==> src/rtl/sts_cfg.svh <==
// constants for the scan trigger sequencer
// How it works
// close or open every channel in list
// open-all opens every channel of both slots
// infinite count wraps to first scan entry
// idle step arms without closing manual channel
// open previous channel, then close next
// open-all aborts scan, goes idle, disarms
// per-slot settling delay after each closure
// immediate spacing closes first channel at once
// timer scans start on interval from start
// idle outside layers, armed flag off
// step or bus initiate enters arm layer
// immediate arm spacing passes straight through
// manual arm waits for step key
// bus arm waits for bus trigger
// external arm waits for trigger pulse
// link arm waits for linked trigger
// arm count 1..9999 or infinite, rearm; code takes any 14-bit arm_cnt, with no 9999 limit
// arm event satisfied moves to scan layer
// channel spacing link, immediate, hold
// scan spacing timer, external, bus, manual, immediate
// timer interval 1 ms to 99999.999 s; code clamps only the top, and 0 ms is taken and ends on the next edge
// scan count 1..9999 or infinite; code takes any 14-bit scan_cnt, with no 9999 limit
// channel count list length, finite or infinite
// scan event moves to channel layer
// exhausted counts fall back layer by layer
// events outside their wait are dropped
`ifndef STS_CFG_SVH
`define STS_CFG_SVH
`define STS_NCH 80
`define STS_SLOT_CH 40
`define STS_LIST_DEPTH 80
`define STS_IDX_W 7
`define STS_CNT_W 14
`define STS_CNT_MAX 14'h270F
`define STS_MS_W 27
`define STS_MS_MAX 27'h5F5_E0FF
`define STS_CLK_MHZ 250
`define STS_MS_NS 1000000
`define STS_CLK_NS 4
`define STS_MS_CYC (`STS_MS_NS / `STS_CLK_NS)
`endif

==> src/rtl/sts_pkg.sv <==
// types for the scan trigger sequencer
`include "sts_cfg.svh"
package sts_pkg;
    typedef enum logic [2:0] {
        STS_EV_IMMED,
        STS_EV_MANUAL,
        STS_EV_BUS,
        STS_EV_EXT,
        STS_EV_LINK,
        STS_EV_TIMER,
        STS_EV_HOLD
    } sts_ev_t;
    typedef struct packed {
        logic step;
        logic bus_trg;
        logic ext_trg;
        logic link_trg;
    } sts_events_t;
    typedef struct packed {
        sts_ev_t arm_ev;
        sts_ev_t scan_ev;
        sts_ev_t chan_ev;
        logic arm_inf;
        logic [`STS_CNT_W-1:0] arm_cnt;
        logic scan_inf;
        logic [`STS_CNT_W-1:0] scan_cnt;
        logic chan_inf;
        logic chan_use_len;
        logic [`STS_CNT_W-1:0] chan_cnt;
        logic [`STS_MS_W-1:0] scan_ms;
        logic [`STS_MS_W-1:0] chan_ms;
        logic [`STS_MS_W-1:0] delay1_ms;
        logic [`STS_MS_W-1:0] delay2_ms;
    } sts_cfg_t;
endpackage : sts_pkg

==> src/rtl/sts_sequencer.sv <==
// scan trigger sequencer: channel list switching and layered scan control
`timescale 1ns/1ps
module sts_sequencer
    import sts_pkg::*;
(
    input wire logic CLK_SYS_I,
    input wire logic RST_I,
    input wire logic [`STS_NCH-1:0] CHAN_LIST_I,
    input wire logic CLOSE_CMD_I,
    input wire logic OPEN_CMD_I,
    input wire logic OPEN_ALL_CMD_I,
    input wire logic INIT_CMD_I,
    input sts_events_t EVENTS_I,
    input sts_cfg_t CFG_I,
    input wire logic LIST_WE_I,
    input wire logic [`STS_IDX_W-1:0] LIST_WADDR_I,
    input wire logic [`STS_IDX_W-1:0] LIST_WDATA_I,
    input wire logic [`STS_IDX_W-1:0] LIST_LEN_I,
    output logic [`STS_NCH-1:0] RELAY_O,
    output logic ARMED_O,
    output logic [2:0] LAYER_O,
    output logic [`STS_IDX_W-1:0] SCAN_IDX_O,
    output logic CHAN_READY_O
);
    typedef enum logic [2:0] {
        ST_IDLE,
        ST_ARM,
        ST_SCAN,
        ST_CHAN_WAIT,
        ST_BREAK,
        ST_MAKE,
        ST_SETTLE
    } sts_state_t;

    sts_state_t state_q;
    logic [`STS_IDX_W-1:0] scan_list [`STS_LIST_DEPTH];
    logic [`STS_IDX_W-1:0] idx_q;
    logic [`STS_IDX_W-1:0] cur_ch_q;
    logic have_ch_q;
    logic [`STS_CNT_W-1:0] arms_q;
    logic [`STS_CNT_W-1:0] scans_q;
    logic [`STS_CNT_W-1:0] chans_q;
    logic first_scan_q;
    logic first_chan_q;
    logic scan_tmr_done_q;
    logic chan_tmr_done_q;
    logic [`STS_NCH-1:0] relay_q;
    logic settle_start;
    logic settle_done;
    logic scan_tmr_start;
    logic scan_tmr_done;
    logic chan_tmr_start;
    logic chan_tmr_done;
    logic [`STS_MS_W-1:0] settle_ms;
    logic arm_go;
    logic scan_go;
    logic chan_go;
    logic chans_left;
    logic scans_left;
    logic arms_left;
    logic [`STS_CNT_W-1:0] chan_total;
    logic [`STS_MS_W-1:0] scan_ms_lim;
    logic [`STS_MS_W-1:0] chan_ms_lim;

    // one decoder for all three layers so the event sets stay consistent
    function automatic logic ev_hit(input sts_ev_t ev, input sts_events_t e,
                                    input logic tmr_ok);
        case (ev)
            STS_EV_IMMED: ev_hit = 1'b1;
            STS_EV_MANUAL: ev_hit = e.step;
            STS_EV_BUS: ev_hit = e.bus_trg;
            STS_EV_EXT: ev_hit = e.ext_trg;
            STS_EV_LINK: ev_hit = e.link_trg;
            STS_EV_TIMER: ev_hit = tmr_ok;
            STS_EV_HOLD: ev_hit = 1'b0;
            default: ev_hit = 1'b0;
        endcase
    endfunction : ev_hit

    // settings above the longest legal interval are held at the ceiling
    function automatic logic [`STS_MS_W-1:0] clamp_ms(input logic [`STS_MS_W-1:0] ms);
        if (ms > `STS_MS_MAX) begin
            clamp_ms = `STS_MS_MAX;
        end else begin
            clamp_ms = ms;
        end
    endfunction : clamp_ms

    // events are looked at only in their own wait state, never latched
    assign arm_go = (state_q == ST_ARM) && ev_hit(CFG_I.arm_ev, EVENTS_I, 1'b1);
    assign scan_go = (state_q == ST_SCAN) &&
        ev_hit(CFG_I.scan_ev, EVENTS_I, first_scan_q || scan_tmr_done_q);
    assign chan_go = (state_q == ST_CHAN_WAIT) &&
        ev_hit(CFG_I.chan_ev, EVENTS_I, first_chan_q || chan_tmr_done_q);

    assign chan_total = CFG_I.chan_use_len ? `STS_CNT_W'(LIST_LEN_I) : CFG_I.chan_cnt;
    assign chans_left = CFG_I.chan_inf || (chans_q + `STS_CNT_W'(1) < chan_total);
    assign scans_left = CFG_I.scan_inf || (scans_q + `STS_CNT_W'(1) < CFG_I.scan_cnt);
    assign arms_left = CFG_I.arm_inf || (arms_q + `STS_CNT_W'(1) < CFG_I.arm_cnt);

    assign settle_ms = clamp_ms((cur_ch_q < `STS_IDX_W'(`STS_SLOT_CH)) ?
        CFG_I.delay1_ms : CFG_I.delay2_ms);
    assign scan_ms_lim = clamp_ms(CFG_I.scan_ms);
    assign chan_ms_lim = clamp_ms(CFG_I.chan_ms);
    assign settle_start = (state_q == ST_MAKE);
    assign scan_tmr_start = scan_go;
    assign chan_tmr_start = chan_go;

    always_ff @(posedge CLK_SYS_I) begin
        if (LIST_WE_I && (LIST_WADDR_I < `STS_IDX_W'(`STS_LIST_DEPTH))) begin
            scan_list[LIST_WADDR_I] <= LIST_WDATA_I;
        end
    end

    sts_ms_timer u_settle (
        .clk_i(CLK_SYS_I),
        .rst_i(RST_I),
        .start_i(settle_start),
        .ms_i(settle_ms),
        .done_o(settle_done)
    );
    sts_ms_timer u_scan_tmr (
        .clk_i(CLK_SYS_I),
        .rst_i(RST_I),
        .start_i(scan_tmr_start),
        .ms_i(scan_ms_lim),
        .done_o(scan_tmr_done)
    );
    sts_ms_timer u_chan_tmr (
        .clk_i(CLK_SYS_I),
        .rst_i(RST_I),
        .start_i(chan_tmr_start),
        .ms_i(chan_ms_lim),
        .done_o(chan_tmr_done)
    );

    // timer expiry is held until used, set beats the clear from a new start
    always_ff @(posedge CLK_SYS_I) begin
        if (RST_I || state_q == ST_IDLE) begin
            scan_tmr_done_q <= 1'b0;
        end else if (scan_tmr_done) begin
            scan_tmr_done_q <= 1'b1;
        end else if (scan_go) begin
            scan_tmr_done_q <= 1'b0;
        end
    end
    always_ff @(posedge CLK_SYS_I) begin
        if (RST_I || state_q == ST_IDLE) begin
            chan_tmr_done_q <= 1'b0;
        end else if (chan_tmr_done) begin
            chan_tmr_done_q <= 1'b1;
        end else if (chan_go) begin
            chan_tmr_done_q <= 1'b0;
        end
    end

    always_ff @(posedge CLK_SYS_I) begin
        if (RST_I) begin
            state_q <= ST_IDLE;
        end else if (OPEN_ALL_CMD_I) begin
            state_q <= ST_IDLE;
        end else begin
            case (state_q)
                ST_IDLE: begin
                    if (EVENTS_I.step || INIT_CMD_I) begin
                        state_q <= ST_ARM;
                    end
                end
                ST_ARM: begin
                    if (arm_go) begin
                        state_q <= ST_SCAN;
                    end
                end
                ST_SCAN: begin
                    if (scan_go) begin
                        state_q <= ST_CHAN_WAIT;
                    end
                end
                ST_CHAN_WAIT: begin
                    if (chan_go) begin
                        state_q <= ST_BREAK;
                    end
                end
                ST_BREAK: begin
                    state_q <= ST_MAKE;
                end
                ST_MAKE: begin
                    state_q <= ST_SETTLE;
                end
                ST_SETTLE: begin
                    if (settle_done) begin
                        if (chans_left) begin
                            state_q <= ST_CHAN_WAIT;
                        end else if (scans_left) begin
                            state_q <= ST_SCAN;
                        end else if (arms_left) begin
                            state_q <= ST_ARM;
                        end else begin
                            state_q <= ST_IDLE;
                        end
                    end
                end
                default: state_q <= ST_IDLE;
            endcase
        end
    end

    always_ff @(posedge CLK_SYS_I) begin
        if (RST_I || state_q == ST_IDLE) begin
            arms_q <= '0;
            first_scan_q <= 1'b1;
        end else if (state_q == ST_SETTLE && settle_done && !chans_left && !scans_left) begin
            arms_q <= arms_q + `STS_CNT_W'(1);
            first_scan_q <= 1'b1;
        end else if (scan_go) begin
            first_scan_q <= 1'b0;
        end
    end

    always_ff @(posedge CLK_SYS_I) begin
        if (RST_I || state_q == ST_IDLE || arm_go) begin
            scans_q <= '0;
        end else if (state_q == ST_SETTLE && settle_done && !chans_left) begin
            scans_q <= scans_q + `STS_CNT_W'(1);
        end
    end

    always_ff @(posedge CLK_SYS_I) begin
        if (RST_I || state_q == ST_IDLE) begin
            chans_q <= '0;
            first_chan_q <= 1'b1;
        end else if (scan_go) begin
            chans_q <= '0;
            first_chan_q <= 1'b1;
        end else if (chan_go) begin
            first_chan_q <= 1'b0;
        end else if (state_q == ST_SETTLE && settle_done && chans_left) begin
            chans_q <= chans_q + `STS_CNT_W'(1);
        end
    end

    // list position survives across scans and wraps past the last entry
    always_ff @(posedge CLK_SYS_I) begin
        if (RST_I || state_q == ST_IDLE) begin
            idx_q <= '0;
        end else if (state_q == ST_MAKE) begin
            if (idx_q + `STS_IDX_W'(1) >= LIST_LEN_I) begin
                idx_q <= '0;
            end else begin
                idx_q <= idx_q + `STS_IDX_W'(1);
            end
        end
    end

    always_ff @(posedge CLK_SYS_I) begin
        if (RST_I || state_q == ST_IDLE) begin
            cur_ch_q <= '0;
            have_ch_q <= 1'b0;
        end else if (state_q == ST_BREAK) begin
            cur_ch_q <= scan_list[idx_q];
            have_ch_q <= 1'b1;
        end
    end

    // relays: open-all wins over every other source
    always_ff @(posedge CLK_SYS_I) begin
        if (RST_I || OPEN_ALL_CMD_I) begin
            relay_q <= '0;
        end else if (state_q == ST_BREAK && have_ch_q) begin
            relay_q[cur_ch_q] <= 1'b0;
        end else if (state_q == ST_MAKE) begin
            relay_q[cur_ch_q] <= 1'b1;
        end else if (state_q == ST_IDLE && CLOSE_CMD_I) begin
            relay_q <= relay_q | CHAN_LIST_I;
        end else if (state_q == ST_IDLE && OPEN_CMD_I) begin
            relay_q <= relay_q & ~CHAN_LIST_I;
        end
    end

    always_ff @(posedge CLK_SYS_I) begin
        if (RST_I) begin
            CHAN_READY_O <= 1'b0;
        end else begin
            CHAN_READY_O <= (state_q == ST_SETTLE) && settle_done && !OPEN_ALL_CMD_I;
        end
    end

    assign RELAY_O = relay_q;
    assign ARMED_O = (state_q != ST_IDLE);
    assign LAYER_O = state_q;
    assign SCAN_IDX_O = idx_q;
endmodule : sts_sequencer

==> src/rtl/sts_ms_timer.sv <==
// millisecond countdown timer used for settling and spacing intervals
`timescale 1ns/1ps
module sts_ms_timer
    import sts_pkg::*;
(
    input wire logic clk_i,
    input wire logic rst_i,
    input wire logic start_i,
    input wire logic [`STS_MS_W-1:0] ms_i,
    output logic done_o
);
    localparam int MS_CYC = `STS_MS_CYC;
    logic [17:0] pre_q;
    logic [`STS_MS_W-1:0] ms_q;
    logic run_q;
    logic tick;
    assign tick = run_q && (pre_q == 18'(MS_CYC - 1));
    always_ff @(posedge clk_i) begin
        if (rst_i || start_i || tick) begin
            pre_q <= 18'h0_0000;
        end else if (run_q) begin
            pre_q <= pre_q + 18'h0_0001;
        end
    end
    always_ff @(posedge clk_i) begin
        if (rst_i) begin
            run_q <= 1'b0;
            ms_q <= '0;
            done_o <= 1'b0;
        end else if (start_i) begin
            // zero interval finishes on the next edge
            run_q <= (ms_i != '0);
            ms_q <= ms_i;
            done_o <= (ms_i == '0);
        end else begin
            done_o <= 1'b0;
            if (tick) begin
                ms_q <= ms_q - `STS_MS_W'(1);
                if (ms_q <= `STS_MS_W'(1)) begin
                    run_q <= 1'b0;
                    done_o <= 1'b1;
                end
            end
        end
    end
endmodule : sts_ms_timer

==> config.mk <==
export PLATFORM = sky130hd
export DESIGN_NAME = sts_sequencer
export DESIGN_NICKNAME = d
export VERILOG_FILES = /design/src/rtl/sts_pkg.sv /design/src/rtl/sts_sequencer.sv /design/src/rtl/sts_ms_timer.sv
export VERILOG_INCLUDE_DIRS = /design/src /design/src/rtl
export SDC_FILE = /design/constraint.sdc
export NUM_CORES = 2
export LEC_CHECK = 0
export BUFFER_PORTS_ARGS = -buffer_cell sky130_fd_sc_hd__buf_2
export CORE_MARGIN = 2
export CORE_UTILIZATION = 50
export CTS_BUF_LIST = sky130_fd_sc_hd__clkbuf_4
export DETAILED_ROUTE_END_ITERATION = 10
export GPL_ROUTABILITY_DRIVEN = 0
export GPL_TIMING_DRIVEN = 0
export PLACE_DENSITY = 0.8
export SLEW_MARGIN = 15
export SYNTH_ARGS = -nofsm -noshare
export SYNTH_HDL_FRONTEND = slang
export SYNTH_SLANG_ARGS = --single-unit
==> constraint.sdc <==
create_clock -name CLK_SYS_I -period 4.2 [get_ports CLK_SYS_I]
set_input_delay 0.84 -clock CLK_SYS_I [delete_from_list [all_inputs] [get_ports CLK_SYS_I]]
set_output_delay 0.84 -clock CLK_SYS_I [all_outputs]
set_load 0.03 [all_outputs]
==> qor.csv <==
metric,value,unit
residual DRC count,0,
Final Setup Violations,0,
I/O pin count,367,
# clock sinks,846,
Hold Path Origin,CFG_I[82],
most frequent cells in the layout,"edfxtp_1 (560), nor2_1 (465), buf_2 (372), a21oi_1 (304), clkbuf_4 (303)",
Achievable Freq,248,MHz
Synth Cell Area,38900,um^2
sequential share of power,53.5,%
Reg2Reg Setup Slack,0.17,ns
Die W,283,um
ys flop type,edfxtp_1,
core region area,77200,um^2
Switch Pwr,0.00402,W
H-tree depth,4,
drt total wl,113000,um
Setup CP Type,flip-flop to flip-flop,
via/cell ratio,6.02,
Syn-to-layout area delta,15.4,%
Rows,102,
Critical Path End Type,flip-flop,
vias in the first global route,29700,
worst path required time,5.18,ns
clock network power share,41.0,%
routed len/inst,22.0,um
Port Buf Inserts,364,
DR pass1 iterations,7,
clk_lat worst skew,1.08,ns
CP max FO,10,
CTS tree,yes,
#FFs+latches synth,846,
total CTS buffers,208,
crit path DAT,5.01,ns
Final period util,96.0,%
clk buf depth,3,
Post-DP HPWL,78700,um
"commonest non-fill, non-tap cell in the layout",edfxtp_1,
Clock Root Buffer,clkbuf_4,
Sw Share,24.1,%
final core occ,58.2,%
combined area of the multi-input logic cells,15400,um^2
peak supply drop,0.288,mV
total of max-cap violations,0,
Setup Skew,0.0913,ns
Tot GR Track Use,27.6,%
Worst R2R End,SCAN_IDX_O[4]$_SDFFE_PP0P_,
fin nets,4222,
Power Internal,0.0127,W
worst slew pin tran,1.28,ns
largest net degree at the start of global routing,81,
syn avg cell area,11.8,um^2
Placement Setup Slack,-0.423,ns
"Hold Vio Cnt, Final",0,
Filler cells,6146,
initial antenna violation count,10,
Period minus WS final,4.03,ns
total leakage power,15.8,nW
"Power, Total",0.0167,W
first-pass GRT wire length,170000,um
power per cell area,372,nW/um^2
Worst setup SP type,flip-flop,
layout cells sized above 1,22.2,%
total die area,80100,um^2
sequential fraction of the synthesis area,57.9,%
sequential cell area,22500,um^2
Cell variety after synth,72,
relative slew slack,14.6,%
FF-to-FF Start,SCAN_IDX_O[4]$_SDFFE_PP0P_,
number of synthesized flops with an enable pin,560,
worst hold path depth,2,
"antenna viol nets, final",0,
Hold WC Path Type,input port to flip-flop,
clock slew at reported path FFs,0.07,ns
Initial Util,50.4,%
YS warnings,0,
initial drt markers,3501,
Comb pwr share,5.5,%
status,completed,
Slew Limit Fails,0,
Hold Path End,u_scan_tmr.ms_q[1]$_SDFFE_PP0P_,
Reg2Reg Depth,11,
DR vias,30800,
total grt overflow,0,
Cells after Synth,3303,
syn nets,3637,
Die Ht,283,um
post-synthesis async set-or-reset flop share,0,%
slack of the critical path,0.167,ns
-- worst max-delay path by stage --
stage          depth (start not counted)                          to  slack (ns)                  startpoint
2_1_floorplan                         12  SCAN_IDX_O[4]$_SDFFE_PP0P_        0.73  SCAN_IDX_O[0]$_SDFFE_PP0P_
3_3_place_gp                          12  SCAN_IDX_O[4]$_SDFFE_PP0P_       -0.37  SCAN_IDX_O[0]$_SDFFE_PP0P_
3_5_place_dp                          11  SCAN_IDX_O[4]$_SDFFE_PP0P_       -0.42  SCAN_IDX_O[3]$_SDFFE_PP0P_
4_1_cts                               11  SCAN_IDX_O[4]$_SDFFE_PP0P_       0.008  SCAN_IDX_O[1]$_SDFFE_PP0P_
5_1_grt                               11  SCAN_IDX_O[4]$_SDFFE_PP0P_       -0.03  SCAN_IDX_O[4]$_SDFFE_PP0P_
6_report                              11  SCAN_IDX_O[4]$_SDFFE_PP0P_        0.17  SCAN_IDX_O[4]$_SDFFE_PP0P_
-- cell families (layout without fill, tap and decap cells) --
| kind of cell | after synthesis | after routing | synth area share [%] |
|---|---|---|---|
| mux | 230 | 230 | 10.2 |
| xor+xnor | 193 | 193 | 4.34 |
| other cells | 0 | 12 | 0 |
| compound gates | 709 | 709 | 10.7 |
| buf+inv | 247 | 1001 | 2.43 |
| flops | 846 | 846 | 57.9 |
| fa+ha+maj | 59 | 59 | 1.90 |
| simple gates | 1019 | 1019 | 12.5 |
-- area by class of cell --
| cell class | instances | share of cell area, % |
|---|---|---|
| inverter | 70 | 0.585 |
| clock inverter | 77 | 0.902 |
| antenna | 12 | 0.0669 |
| timing repair buffer | 377 | 4.37 |
| clock buffer | 302 | 5.05 |
| tap | 1040 | 2.90 |
| buffer | 175 | 1.58 |
| sequential | 846 | 50.2 |
| multi-input combinational | 2210 | 34.4 |
-- Yosys cell counts (59+ instances only) --
cell      count  area [um^2]
a21oi_1     304         1520
clkbuf_1    145          544
dfxtp_1     286         5730
edfxtp_1    560        16800
ha_1         59          738
inv_1        70          263
mux2i_1      81          811
mux4_2      132         2970
nand2_1     147          552
nand3_1      80          400
nor2_1      465         1750
nor3_1       77          385
o21ai_0     207         1040
xnor2_1     101          885
xor2_1       92          806
-- sequential cells by signal, indices dropped and copies added (netlist names), 3 cells and up, named ones only --
name              count
u_chan_tmr.ms_q      27
u_settle.ms_q        27
LAYER_O               3
u_settle.pre_q       18
cur_ch_q              7
arms_q               14
scans_q              14
chans_q              14
SCAN_IDX_O            7
scan_list           560
u_scan_tmr.pre_q     18
u_scan_tmr.ms_q      27
u_chan_tmr.pre_q     18
-- through the flow --
step / hold slack (ns) / TNS (ns) / cells / instance area [um^2]
after floorplan: 0.413 / 0 / 3303 / 38900
after global placement: 0.421 / -1.77 / 4707 / 42000
after detailed placement: 0.426 / -2.25 / 4707 / 42100
after CTS: 0.00321 / 0 / 5096 / 44900
after global routing: 0.00438 / -0.0263 / 5108 / 44900
final: 0.0972 / 0 / 5109 / 44900
-- repair_timing --
| action | 4_1_cts | 5_1_grt |
|---|---|---|
| gates resized for setup | 11 | 19 |
| setup buffers | 0 | 2 |
| endpoints found under the hold margin | 11 | 0 |
| pin swaps | 0 | 1 |
| endpoints found under the setup margin | 8 | 19 |
| hold buffers | 11 | 0 |
-- power by group through the flow --
stage | sequential [W] | clock [W] | combinational (W)
final | 0.00894 | 0.00684 | 0.000914
after global routing | 0.00894 | 0.00730 | 0.000985
after CTS | 0.00894 | 0.00690 | 0.000891
after detailed placement | 0.00912 | 0 | 0.000879
after global placement | 0.00912 | 0 | 0.000856
after floorplan | 0.00916 | 0 | 0.000385
-- worst max-delay path: stages, from the launching register on --
cell	delay [ns]
dfxtp_1	0.57
clkbuf_2	0.40
clkbuf_2	0.40
clkdlybuf4s15_2	0.57
nand3_1	0.17
xnor2_1	0.22
ha_1	0.26
a211oi_1	0.21
o21ai_0	0.17
and2_1	0.20
or4_1	0.48
o31ai_1	0.27
-- per-layer routing --
metal  routed length (um)  vias to the layer above  GRT usage [%]  share of wire (%)
met5                   29                        -              0              0.026
met4                 6250                        4           15.3                5.5
met3                12900                      401           7.30                 11
met2                51000                     2018           43.0                 45
met1                42400                    14600           35.2                 38
li1                     -                    13800              -                  -
Power figures use the tool's default switching activity.
